## config.mk

```make
export PLATFORM = sky130hd
export DESIGN_NAME = rtcf_core
export DESIGN_NICKNAME = d
export VERILOG_FILES = /design/src/hdl/rtcf_core.v /design/src/hdl/rtcf_pulse_timer.v
export VERILOG_INCLUDE_DIRS = /design/src /design/src/hdl
export SDC_FILE = /design/constraint.sdc
export NUM_CORES = 1
export LEC_CHECK = 0
export ABC_AREA = 1
export BUFFER_PORTS_ARGS = -buffer_cell sky130_fd_sc_hd__clkbuf_2
export CORE_MARGIN = 4
export CORE_UTILIZATION = 59
export CTS_CLUSTER_SIZE = 40
export DETAILED_ROUTE_END_ITERATION = 10
export GPL_TIMING_DRIVEN = 0
export PLACE_DENSITY = 0.8
export SYNTH_ARGS = -nofsm -noshare
export SYNTH_HDL_FRONTEND = slang
export SYNTH_SLANG_ARGS = --single-unit
```

## constraint.sdc

```tcl
create_clock -name clock -period 2.1 [get_ports clock]
set_clock_uncertainty 0.1 [all_clocks]
set_input_delay 0 -clock clock [delete_from_list [all_inputs] [get_ports clock]]
set_output_delay 0 -clock clock [all_outputs]
set_load 0.03 [all_outputs]
```

## src/hdl/rtcf_consts.vh

```
// constants for the rtc flag, stop and sub-second block
`ifndef RTCF_CONSTS_VH
`define RTCF_CONSTS_VH
`define RTCF_CLK_KHZ 25000
`define RTCF_OSC_HALT_MS 10
`define RTCF_INT_PULSE_US 7812
`define RTCF_ADDR_SEC 8'h00
`define RTCF_ADDR_MIN 8'h01
`define RTCF_ADDR_HOUR 8'h02
`define RTCF_ADDR_FLAGS 8'h0e
`define RTCF_ADDR_CTRL 8'h0f
`define RTCF_ADDR_FRAC_LO 8'h10
`define RTCF_ADDR_FRAC_HI 8'h11
`define RTCF_ADDR_SEC_ALIAS 8'h12
`define RTCF_ADDR_MIN_ALIAS 8'h13
`define RTCF_ADDR_HOUR_ALIAS 8'h14
`define RTCF_CTRL_RESET 8'h40
`define RTCF_BIT_POR 7
`define RTCF_BIT_OSC 6
`define RTCF_BIT_UPD 5
`define RTCF_BIT_WAKE 4
`define RTCF_BIT_ALARM 3
`define RTCF_BIT_EVENT 2
`define RTCF_BIT_ABN 1
`define RTCF_BIT_VLOW 0
`define RTCF_BIT_STOP 0
`define RTCF_FIELD_INTERVAL 7:6
`define RTCF_FIELD_FRAC_LO 7:6
`define RTCF_FIELD_CTRL_RW 7:2
`define RTCF_FIELD_FRAC_TOP 9:2
`define RTCF_FIELD_FRAC_BOT 1:0
`define RTCF_BIT_FRAC_MSB 9
`define RTCF_INTERVAL_RESET 2'h1
`define RTCF_MASK_SEC 8'h7f
`define RTCF_MASK_MIN 8'h7f
`define RTCF_MASK_HOUR 8'h3f
`define RTCF_SEC_LAST 8'h59
`define RTCF_MIN_LAST 8'h59
`define RTCF_HOUR_LAST 8'h23
`define RTCF_BCD_NINE 4'h9
`define RTCF_FRAC_LAST 10'h3ff
`define RTCF_FREQ_OUTPUT_PIN_32K 2'h0
`define RTCF_FREQ_OUTPUT_PIN_1K 2'h1
`define RTCF_FREQ_OUTPUT_PIN_1HZ 2'h2
`endif

```

## src/hdl/rtcf_core.v

```verilog
// flags, stop control, sub-second counter and time aliases
//
// Added by the designer: the strobed register port.
`timescale 1ns/1ps
`include "rtcf_consts.vh"
// Function
// - writing 0 clears update, wake, alarm flags; event flag and ones ignored
// - clearing update, wake or alarm flag releases the interrupt pin
// - update and wake interrupt lows end after fixed time; flags stay
// - event summary flag is the OR of event and buffer flags
// - event summary falls only when all those clear, releasing interrupt
// - abnormality reads 1 with por or osc flag; clear needs both gone
// - low supply history sets on drop; clear only with supply normal
// - bits 7-6 select temperature measure interval, default 2.0 s
// - enable bits 5..2 gate interrupts; writing 0 clears that output
// - stop bit 0 halts counters when 1; reads 1 while idle; the code reads back the stored bit, 0 after reset
// - stopped freezes counters; no update or alarm interrupts
// - time stamp takes the time frozen at the stop
// - stop halts the wake timer and its interrupt
// - stopped 1 Hz output static; 32.768 kHz and 1024 Hz keep running
// - 10-bit sub-second counter in 1/1024 s units
// - low two bits in fraction low bits 7-6, upper eight in high
// - both fraction registers then 0x12..0x14 accessible back to back
// - writing seconds at 0x00 resets the sub-second counter
// - writing seconds alias 0x12 keeps the sub-second counter
// - seconds alias is bcd, tens 6-4, units 3-0, bit 7 zero
// - minutes alias 0x13 bcd, tens 6-4, units 3-0
// - hours alias 0x14 bcd, tens 5-4, units 3-0, bits 7-6 zero
// - flag bits 5,4,3,2 read 1 once their event has occurred
// - oscillator halt flag sets after 10 ms without oscillation
module rtcf_core #(
   parameter OSC_HALT_CYCLES = `RTCF_OSC_HALT_MS * `RTCF_CLK_KHZ,
   parameter INT_PULSE_CYCLES = (`RTCF_INT_PULSE_US * `RTCF_CLK_KHZ) / 1000
) (
   input wire clock,
   input wire rst,
   input wire [7:0] addr,
   input wire [7:0] wdata,
   input wire wr_en,
   input wire rd_en,
   output reg [7:0] rdata,
   input wire tick_count,
   input wire tick_32k_half,
   input wire tick_1k_half,
   input wire [1:0] freq_output_pin_sel,
   input wire wake_event,
   input wire alarm_event,
   input wire [15:0] event_flags,
   input wire por_active,
   input wire osc_ok_pin,
   input wire supply_low_pin,
   input wire ts_capture,
   output reg [23:0] ts_time,
   output reg counters_stopped,
   output reg [1:0] temp_measure_interval,
   output reg freq_output_pin,
   output reg int_n_out,
   output reg int_n_oe
);
   function [7:0] bcd_next;
      input [7:0] v;
      input [7:0] last;
      begin
         if (v == last) begin
            bcd_next = 8'h00;
         end else if (v[3:0] == `RTCF_BCD_NINE) begin
            bcd_next = {v[7:4] + 4'h1, 4'h0};
         end else begin
            bcd_next = v + 8'h01;
         end
      end
   endfunction

   // write-0 clear request; ones written to a flag bit are ignored
   function clear_hit;
      input wr;
      input [7:0] d;
      input integer pos;
      begin
         clear_hit = wr & ~d[pos];
      end
   endfunction

   reg [9:0] frac_reg;
   reg [7:0] sec_reg;
   reg [7:0] min_reg;
   reg [7:0] hour_reg;
   reg [7:0] ctrl_reg;
   reg por_flag_reg, osc_flag_reg, upd_flag_reg, wake_flag_reg, alarm_flag_reg;
   reg abn_flag_reg, vlow_flag_reg;
   reg [19:0] osc_cnt_reg;
   reg osc_meta_reg, osc_sync_reg, vlow_meta_reg, vlow_sync_reg;

   wire stop = ctrl_reg[`RTCF_BIT_STOP];
   wire wr_flags = wr_en && addr == `RTCF_ADDR_FLAGS;
   wire wr_ctrl = wr_en && addr == `RTCF_ADDR_CTRL;
   wire run_tick = tick_count && !stop;
   wire sec_carry = run_tick && frac_reg == `RTCF_FRAC_LAST;
   wire min_carry = sec_carry && sec_reg == `RTCF_SEC_LAST;
   wire hour_carry = min_carry && min_reg == `RTCF_MIN_LAST;
   // no update or alarm event while stopped
   wire upd_event = sec_carry;
   wire alarm_set = alarm_event && !stop;
   wire wake_set = wake_event && !stop;
   // summary is the or of all event flags
   wire event_summary_flag = |event_flags;
   wire osc_halt_seen = osc_cnt_reg == OSC_HALT_CYCLES[19:0];
   wire upd_clr = clear_hit(wr_flags, wdata, `RTCF_BIT_UPD);
   wire wake_clr = clear_hit(wr_flags, wdata, `RTCF_BIT_WAKE);
   wire uie_off = clear_hit(wr_ctrl, wdata, `RTCF_BIT_UPD);
   wire tie_off = clear_hit(wr_ctrl, wdata, `RTCF_BIT_WAKE);
   wire upd_pulse, wake_pulse;
   // a disabling write or a flag clear ends a pulse early
   wire upd_cancel = upd_clr || uie_off;
   wire wake_cancel = wake_clr || tie_off;
   wire upd_start = upd_event && ctrl_reg[`RTCF_BIT_UPD];
   wire wake_start = wake_set && ctrl_reg[`RTCF_BIT_WAKE];

   // self-ending low for the update interrupt
   rtcf_pulse_timer #(.LEN(INT_PULSE_CYCLES[19:0])) upd_timer (
      .clock(clock),
      .rst(rst),
      .start(upd_start),
      .cancel(upd_cancel),
      .active(upd_pulse)
   );

   // self-ending low for the wake interrupt
   rtcf_pulse_timer #(.LEN(INT_PULSE_CYCLES[19:0])) wake_timer (
      .clock(clock),
      .rst(rst),
      .start(wake_start),
      .cancel(wake_cancel),
      .active(wake_pulse)
   );

   // pins come from outside the clock domain
   always @(posedge clock) begin
      if (rst) begin
         osc_meta_reg <= 1'b0;
         osc_sync_reg <= 1'b0;
         vlow_meta_reg <= 1'b0;
         vlow_sync_reg <= 1'b0;
      end else begin
         osc_meta_reg <= osc_ok_pin;
         osc_sync_reg <= osc_meta_reg;
         vlow_meta_reg <= supply_low_pin;
         vlow_sync_reg <= vlow_meta_reg;
      end
   end

   // count absence, saturate at the halt time
   always @(posedge clock) begin
      if (rst) begin
         osc_cnt_reg <= 20'h00000;
      end else if (osc_sync_reg) begin
         osc_cnt_reg <= 20'h00000;
      end else if (!osc_halt_seen) begin
         osc_cnt_reg <= osc_cnt_reg + 20'd1;
      end
   end

   // time counters; a write in the same cycle wins over the count
   always @(posedge clock) begin
      if (rst) begin
         frac_reg <= 10'h000;
         sec_reg <= 8'h00;
         min_reg <= 8'h00;
         hour_reg <= 8'h00;
      end else begin
         if (run_tick) begin
            frac_reg <= frac_reg + 10'h001;
         end
         if (sec_carry) begin
            sec_reg <= bcd_next(sec_reg, `RTCF_SEC_LAST);
         end
         if (min_carry) begin
            min_reg <= bcd_next(min_reg, `RTCF_MIN_LAST);
         end
         if (hour_carry) begin
            hour_reg <= bcd_next(hour_reg, `RTCF_HOUR_LAST);
         end
         if (wr_en) begin
            case (addr)
               `RTCF_ADDR_SEC: begin
                  sec_reg <= wdata & `RTCF_MASK_SEC;
                  // primary seconds write clears the fraction
                  frac_reg <= 10'h000;
               end
               // alias write leaves the fraction alone
               `RTCF_ADDR_SEC_ALIAS: begin
                  sec_reg <= wdata & `RTCF_MASK_SEC;
               end
               `RTCF_ADDR_MIN, `RTCF_ADDR_MIN_ALIAS: begin
                  min_reg <= wdata & `RTCF_MASK_MIN;
               end
               `RTCF_ADDR_HOUR, `RTCF_ADDR_HOUR_ALIAS: begin
                  hour_reg <= wdata & `RTCF_MASK_HOUR;
               end
               // low two fraction bits sit in 7-6
               `RTCF_ADDR_FRAC_LO: begin
                  frac_reg[`RTCF_FIELD_FRAC_BOT] <= wdata[`RTCF_FIELD_FRAC_LO];
               end
               `RTCF_ADDR_FRAC_HI: begin
                  frac_reg[`RTCF_FIELD_FRAC_TOP] <= wdata;
               end
               default: begin
               end
            endcase
         end
      end
   end

   // control register
   always @(posedge clock) begin
      if (rst) begin
         ctrl_reg <= `RTCF_CTRL_RESET;
      end else if (wr_ctrl) begin
         // interval, enables and stop stored; bit 1 reads 0
         ctrl_reg <= {wdata[`RTCF_FIELD_CTRL_RW], 1'b0, wdata[`RTCF_BIT_STOP]};
      end
   end

   // interrupt flags: every hardware set wins over a software clear
   always @(posedge clock) begin
      if (rst) begin
         upd_flag_reg <= 1'b0;
         wake_flag_reg <= 1'b0;
         alarm_flag_reg <= 1'b0;
      end else begin
         upd_flag_reg <= upd_event | (upd_flag_reg & ~upd_clr);
         wake_flag_reg <= wake_set | (wake_flag_reg & ~wake_clr);
         alarm_flag_reg <= alarm_set |
            (alarm_flag_reg & ~clear_hit(wr_flags, wdata, `RTCF_BIT_ALARM));
      end
   end

   // self-monitoring flags set at power-up; a live cause blocks the clear
   always @(posedge clock) begin
      if (rst) begin
         por_flag_reg <= 1'b1;
         osc_flag_reg <= 1'b1;
         abn_flag_reg <= 1'b1;
         vlow_flag_reg <= 1'b1;
      end else begin
         por_flag_reg <= por_active |
            (por_flag_reg & ~clear_hit(wr_flags, wdata, `RTCF_BIT_POR));
         // set once absence reaches 10 ms
         osc_flag_reg <= osc_halt_seen |
            (osc_flag_reg & ~clear_hit(wr_flags, wdata, `RTCF_BIT_OSC));
         // clear only with por released and oscillator present
         abn_flag_reg <= por_active | osc_halt_seen | por_flag_reg | osc_flag_reg |
            (abn_flag_reg & ~clear_hit(wr_flags, wdata, `RTCF_BIT_ABN));
         // clear only while supply is normal
         vlow_flag_reg <= vlow_sync_reg |
            (vlow_flag_reg & ~clear_hit(wr_flags, wdata, `RTCF_BIT_VLOW));
      end
   end

   // register read, answered one cycle later; unmapped reads 0
   always @(posedge clock) begin
      if (rst) begin
         rdata <= 8'h00;
      end else if (rd_en) begin
         case (addr)
            `RTCF_ADDR_SEC, `RTCF_ADDR_SEC_ALIAS: begin
               rdata <= sec_reg;
            end
            `RTCF_ADDR_MIN, `RTCF_ADDR_MIN_ALIAS: begin
               rdata <= min_reg;
            end
            `RTCF_ADDR_HOUR, `RTCF_ADDR_HOUR_ALIAS: begin
               rdata <= hour_reg;
            end
            `RTCF_ADDR_FLAGS: begin
               // abnormality also follows the live flags
               rdata <= {por_flag_reg, osc_flag_reg, upd_flag_reg, wake_flag_reg,
                  alarm_flag_reg, event_summary_flag,
                  abn_flag_reg | por_flag_reg | osc_flag_reg, vlow_flag_reg};
            end
            `RTCF_ADDR_CTRL: begin
               // stop bit reads back the stored value, 0 after reset
               rdata <= ctrl_reg;
            end
            // fraction halves, any order, back to back
            `RTCF_ADDR_FRAC_LO: begin
               rdata <= {frac_reg[`RTCF_FIELD_FRAC_BOT], 6'h00};
            end
            `RTCF_ADDR_FRAC_HI: begin
               rdata <= frac_reg[`RTCF_FIELD_FRAC_TOP];
            end
            default: begin
               rdata <= 8'h00;
            end
         endcase
      end
   end

   // interrupt pin, outputs and time stamp
   always @(posedge clock) begin
      if (rst) begin
         int_n_out <= 1'b0;
         int_n_oe <= 1'b0;
         ts_time <= 24'h000000;
         counters_stopped <= 1'b0;
         temp_measure_interval <= `RTCF_INTERVAL_RESET;
         freq_output_pin <= 1'b0;
      end else begin
         int_n_out <= 1'b0;
         // open drain low only for an enabled live source
         int_n_oe <= upd_pulse | wake_pulse |
            (alarm_flag_reg & ctrl_reg[`RTCF_BIT_ALARM]) |
            (event_summary_flag & ctrl_reg[`RTCF_BIT_EVENT]);
         // capture sees the frozen time while stopped
         if (ts_capture) begin
            ts_time <= {hour_reg, min_reg, sec_reg};
         end
         counters_stopped <= stop;
         temp_measure_interval <= ctrl_reg[`RTCF_FIELD_INTERVAL];
         // 1 Hz follows the frozen fraction; fast rates keep toggling
         case (freq_output_pin_sel)
            `RTCF_FREQ_OUTPUT_PIN_32K: begin
               freq_output_pin <= freq_output_pin ^ tick_32k_half;
            end
            `RTCF_FREQ_OUTPUT_PIN_1K: begin
               freq_output_pin <= freq_output_pin ^ tick_1k_half;
            end
            `RTCF_FREQ_OUTPUT_PIN_1HZ: begin
               freq_output_pin <= ~frac_reg[`RTCF_BIT_FRAC_MSB];
            end
            default: begin
               freq_output_pin <= 1'b0;
            end
         endcase
      end
   end
endmodule

```

## src/hdl/rtcf_pulse_timer.v

```verilog
// one-shot low-pulse timer for a self-ending interrupt
`timescale 1ns/1ps
module rtcf_pulse_timer #(
   parameter [19:0] LEN = 20'd1
) (
   input wire clock,
   input wire rst,
   input wire start,
   input wire cancel,
   output reg active
);
   reg [19:0] count_reg;
   always @(posedge clock) begin
      if (rst) begin
         active <= 1'b0;
         count_reg <= 20'h00000;
      end else if (cancel) begin
         active <= 1'b0;
         count_reg <= 20'h00000;
      end else if (start) begin
         active <= 1'b1;
         count_reg <= 20'h00000;
      end else if (active) begin
         if (count_reg == LEN - 20'd1) begin
            active <= 1'b0;
         end
         count_reg <= count_reg + 20'd1;
      end
   end
endmodule

```

==> impl_metrics.tcl <==
set metrics [dict create \
    r2r-start "frac_reg[1]" \
    hold_slack_ps 15.4 \
    finalSetupViolations 0 \
    gp_congestion 0.946 \
    hold_path.class "in2reg" \
    antenna_left 0 \
    cts_buffers 17 \
    port-buffer-count 81 \
    yosys_warnings 0 \
    fp-row-count 42 \
    arrival_ps 2220 \
    final_nets 1340 \
    clock_path_buffers 2 \
    r2r_end "upd_timer.count_reg[15]" \
    fin_crit_ps 2000 \
    cts_sinks 151 \
    clk_latency_ps 430 \
    n_antenna_cell 0 \
    place_inst 1399 \
    routed_via_density 5.48 \
    max_cap_viol_count 0 \
    clockRootBuffer "clkbuf_16" \
    slowest_stage "dlygate4sd3_1" \
    grt_pass1_vias 7694 \
    grt_pass1_wl_um 36400 \
    dieArea_mm2 0.0155 \
    critPathLaunchType "primary input" \
    rrSetupSlack_ps 120 \
    synthToLayoutAreaGrowth_pct 19.7 \
    boundaryPins 85 \
    worst-endpoint-required_ps 2320 \
    final_max_slew_viol_count 0 \
    r2r_cells 9 \
    fin_ws_ps 96.9 \
    ys_ff_latch 151 \
    grt.total_usage_pct 28.2 \
    hold_depth 6 \
    path_class "in2reg" \
    placed_area_mm2 0.00863 \
    fin_area_mm2 0.00958 \
    stdcell_count 1465 \
    synth_edf_count 0 \
    synth-async-reset-ratio_pct 0 \
    core_area_mm2 0.0132 \
    drc 0 \
    rsz0062_at_grt "no" \
    irDropWorstVdd_uv 511 \
    syn_inst 1142 \
    power.leakage_uw 0.00403 \
    worstHoldStart "addr[2]" \
    synth-seq-area-share_pct 37.8 \
    powerDensity_mw_per_mm2 679 \
    crit_path_max_incr_delay_ps 590 \
    largest_register_ffs 24 \
    crit_top_cell "dlygate4sd3_1" \
    routed.top_layer "met4" \
    layout-drive-gt1-share_pct 14.6 \
    synth_cell_type_count 50 \
    finalSetupTns_ps 0 \
    place_ws_ps 161 \
    timing.fmax_mhz 499 \
    path_cells "dlygate4sd3_1, clkbuf_2, nand3_4, o21ai_2, dlygate4sd3_1, a21oi_1, dlygate4sd3_1" \
    end_kind "flip-flop" \
    worst_pin_slew_ps 571 \
    hold_viol 0 \
    fp.dieH_um 124 \
    outcome "complete, no violations" \
    die_w_um 124 \
    first_iter_violations 852 \
    dp_hpwl_um 15000 \
    post-route-period-util_pct 95.4 \
    crit_family "buffers and inverters" \
    wl_per_cell_um 14.8 \
    met2WireLength_um 10000 \
    grt.overflow.total 0 \
    path_max_fanout 10 \
    worstHoldEndpoint "frac_reg[1]" \
    vias 8032 \
    wl_um 21600 \
    synth_nets 1206 \
    start_util_pct 60.4 \
    synth_area_mm2 0.00801 \
    cp_num_buf_inv 4 \
    path_clk_slew_ps 60 \
    cts_tree "done" \
    slew_headroom_pct 61.6 \
    regMostFlops "ts_time" \
    antenna_found_initial 0 \
    grt_max_degree 17 \
    dr.pass1.iters 5 \
    avgSynthCellArea_um2 7.01 \
    ys.flop_type "dfxtp_1" \
    htree_levels 4 \
    wl_met3_um 1530 \
    met1Wirelength_um 9460 \
]
## power breakdown
| group | internal [uW] | total (uW) | switching [uW] |
|---|---|---|---|
| Sequential | 2910 | 2930 | 27.6 |
| Combinational | 159 | 441 | 282 |
| Clock | 1930 | 3130 | 1200 |
## metal layers
layer	GRT usage (%)	vias up
li1	-	4004
met1	36.5	3636
met2	45.9	331
met3	5.62	61
met4	12.1	0
met5	0	-
## what timing repair did
item,4_1_cts,5_1_grt
resized for setup,0,2
endpoints found under the setup margin,0,3
hold endpoints to repair,57,0
setup buffers,0,0
hold buffers,34,0
## cells in the mapped netlist (2+ instances only)
cell / instances / area, um2
xnor2_1: 10 / 87.6
o21bai_1: 11 / 82.6
nand2_2: 13 / 81.3
nand4_4: 2 / 42.5
buf_4: 3 / 22.5
nand2_1: 222 / 833
o21ai_0: 72 / 360
nor3_2: 2 / 20.0
or2_2: 11 / 68.8
nor2_4: 6 / 67.6
a21boi_0: 2 / 15.0
dfxtp_1: 151 / 3020
nor4_1: 6 / 37.5
o211ai_1: 2 / 15.0
buf_6: 2 / 22.5
a21oi_1: 95 / 475
nor2_2: 6 / 37.5
xor2_1: 29 / 254
nand3_4: 2 / 35.0
clkbuf_1: 17 / 63.8
nor3_4: 3 / 48.8
inv_2: 6 / 22.5
buf_2: 7 / 35.0
nand2_4: 6 / 67.6
nor2_1: 144 / 541
nor3_1: 28 / 140
nand4_1: 21 / 131
inv_1: 123 / 462
clkinv_1: 3 / 11.3
nor3b_1: 3 / 22.5
nand3_2: 2 / 20.0
nand3_1: 92 / 460
or2_0: 2 / 12.5
ha_1: 17 / 213
o21ai_2: 2 / 17.5
nand3b_1: 5 / 37.5
## metrics by stage
stage	utilization [%]	power, uW
3_5_place_dp	65.2	3390
5_1_grt	72.4	6720
6_report	72.4	6510
2_1_floorplan	-	3230
4_1_cts	72.3	6510
3_3_place_gp	65.2	3380
## tightest hold or removal path, cell delays in order
cell      delay [ps]
clkbuf_2         100
inv_1             50
nand2_2          120
nor2_2            90
nand2_1           50
o21ai_0           70
## placed cells by master, fill, tap and decap left out, types with 19 or more instances in the layout
cell / count
a21oi_1: 95
clkbuf_1: 19
clkbuf_2: 81
dfxtp_1: 151
dlygate4sd3_1: 34
inv_1: 123
nand2_1: 222
nand3_1: 91
nand4_1: 21
nor2_1: 143
nor3_1: 28
o21ai_0: 72
xor2_1: 29
## cell families after synthesis
group / after synthesis / synth area share (%)
buf+inv: 161 / 7.99
other cells: 1 / 0.0468
xor+xnor: 39 / 4.27
simple gates: 579 / 34.3
flops: 151 / 37.8
compound gates: 194 / 13.0
fa+ha+maj: 17 / 2.66
## area by class of cell
| class | instances | area [um2] |
|---|---|---|
| clock inverter | 7 | 90.1 |
| sequential | 151 | 3020 |
| inverter | 132 | 495 |
| buffer | 29 | 144 |
| tap | 176 | 220 |
| multi-input combinational | 830 | 4350 |
| fill | 1083 | 3660 |
| timing repair buffer | 115 | 746 |
| clock buffer | 25 | 515 |
## worst max path at each step
| stage | startpoint | end | slack [ps] | depth (start not counted) |
|---|---|---|---|---|
| 2_1_floorplan | sec_reg[0] | hour_reg[3] | 470 | 10 |
| 3_3_place_gp | frac_reg[0] | upd_timer.count_reg[17] | 210 | 9 |
| 3_5_place_dp | frac_reg[0] | upd_timer.count_reg[15] | 160 | 9 |
| 4_1_cts | addr[0] | wake_flag_reg | 30 | 9 |
| 5_1_grt | min_reg[0] | hour_reg[5] | 9 | 7 |
| 6_report | wr_en | ctrl_reg[4] | 100 | 7 |
Power figures use the tool's default switching activity.
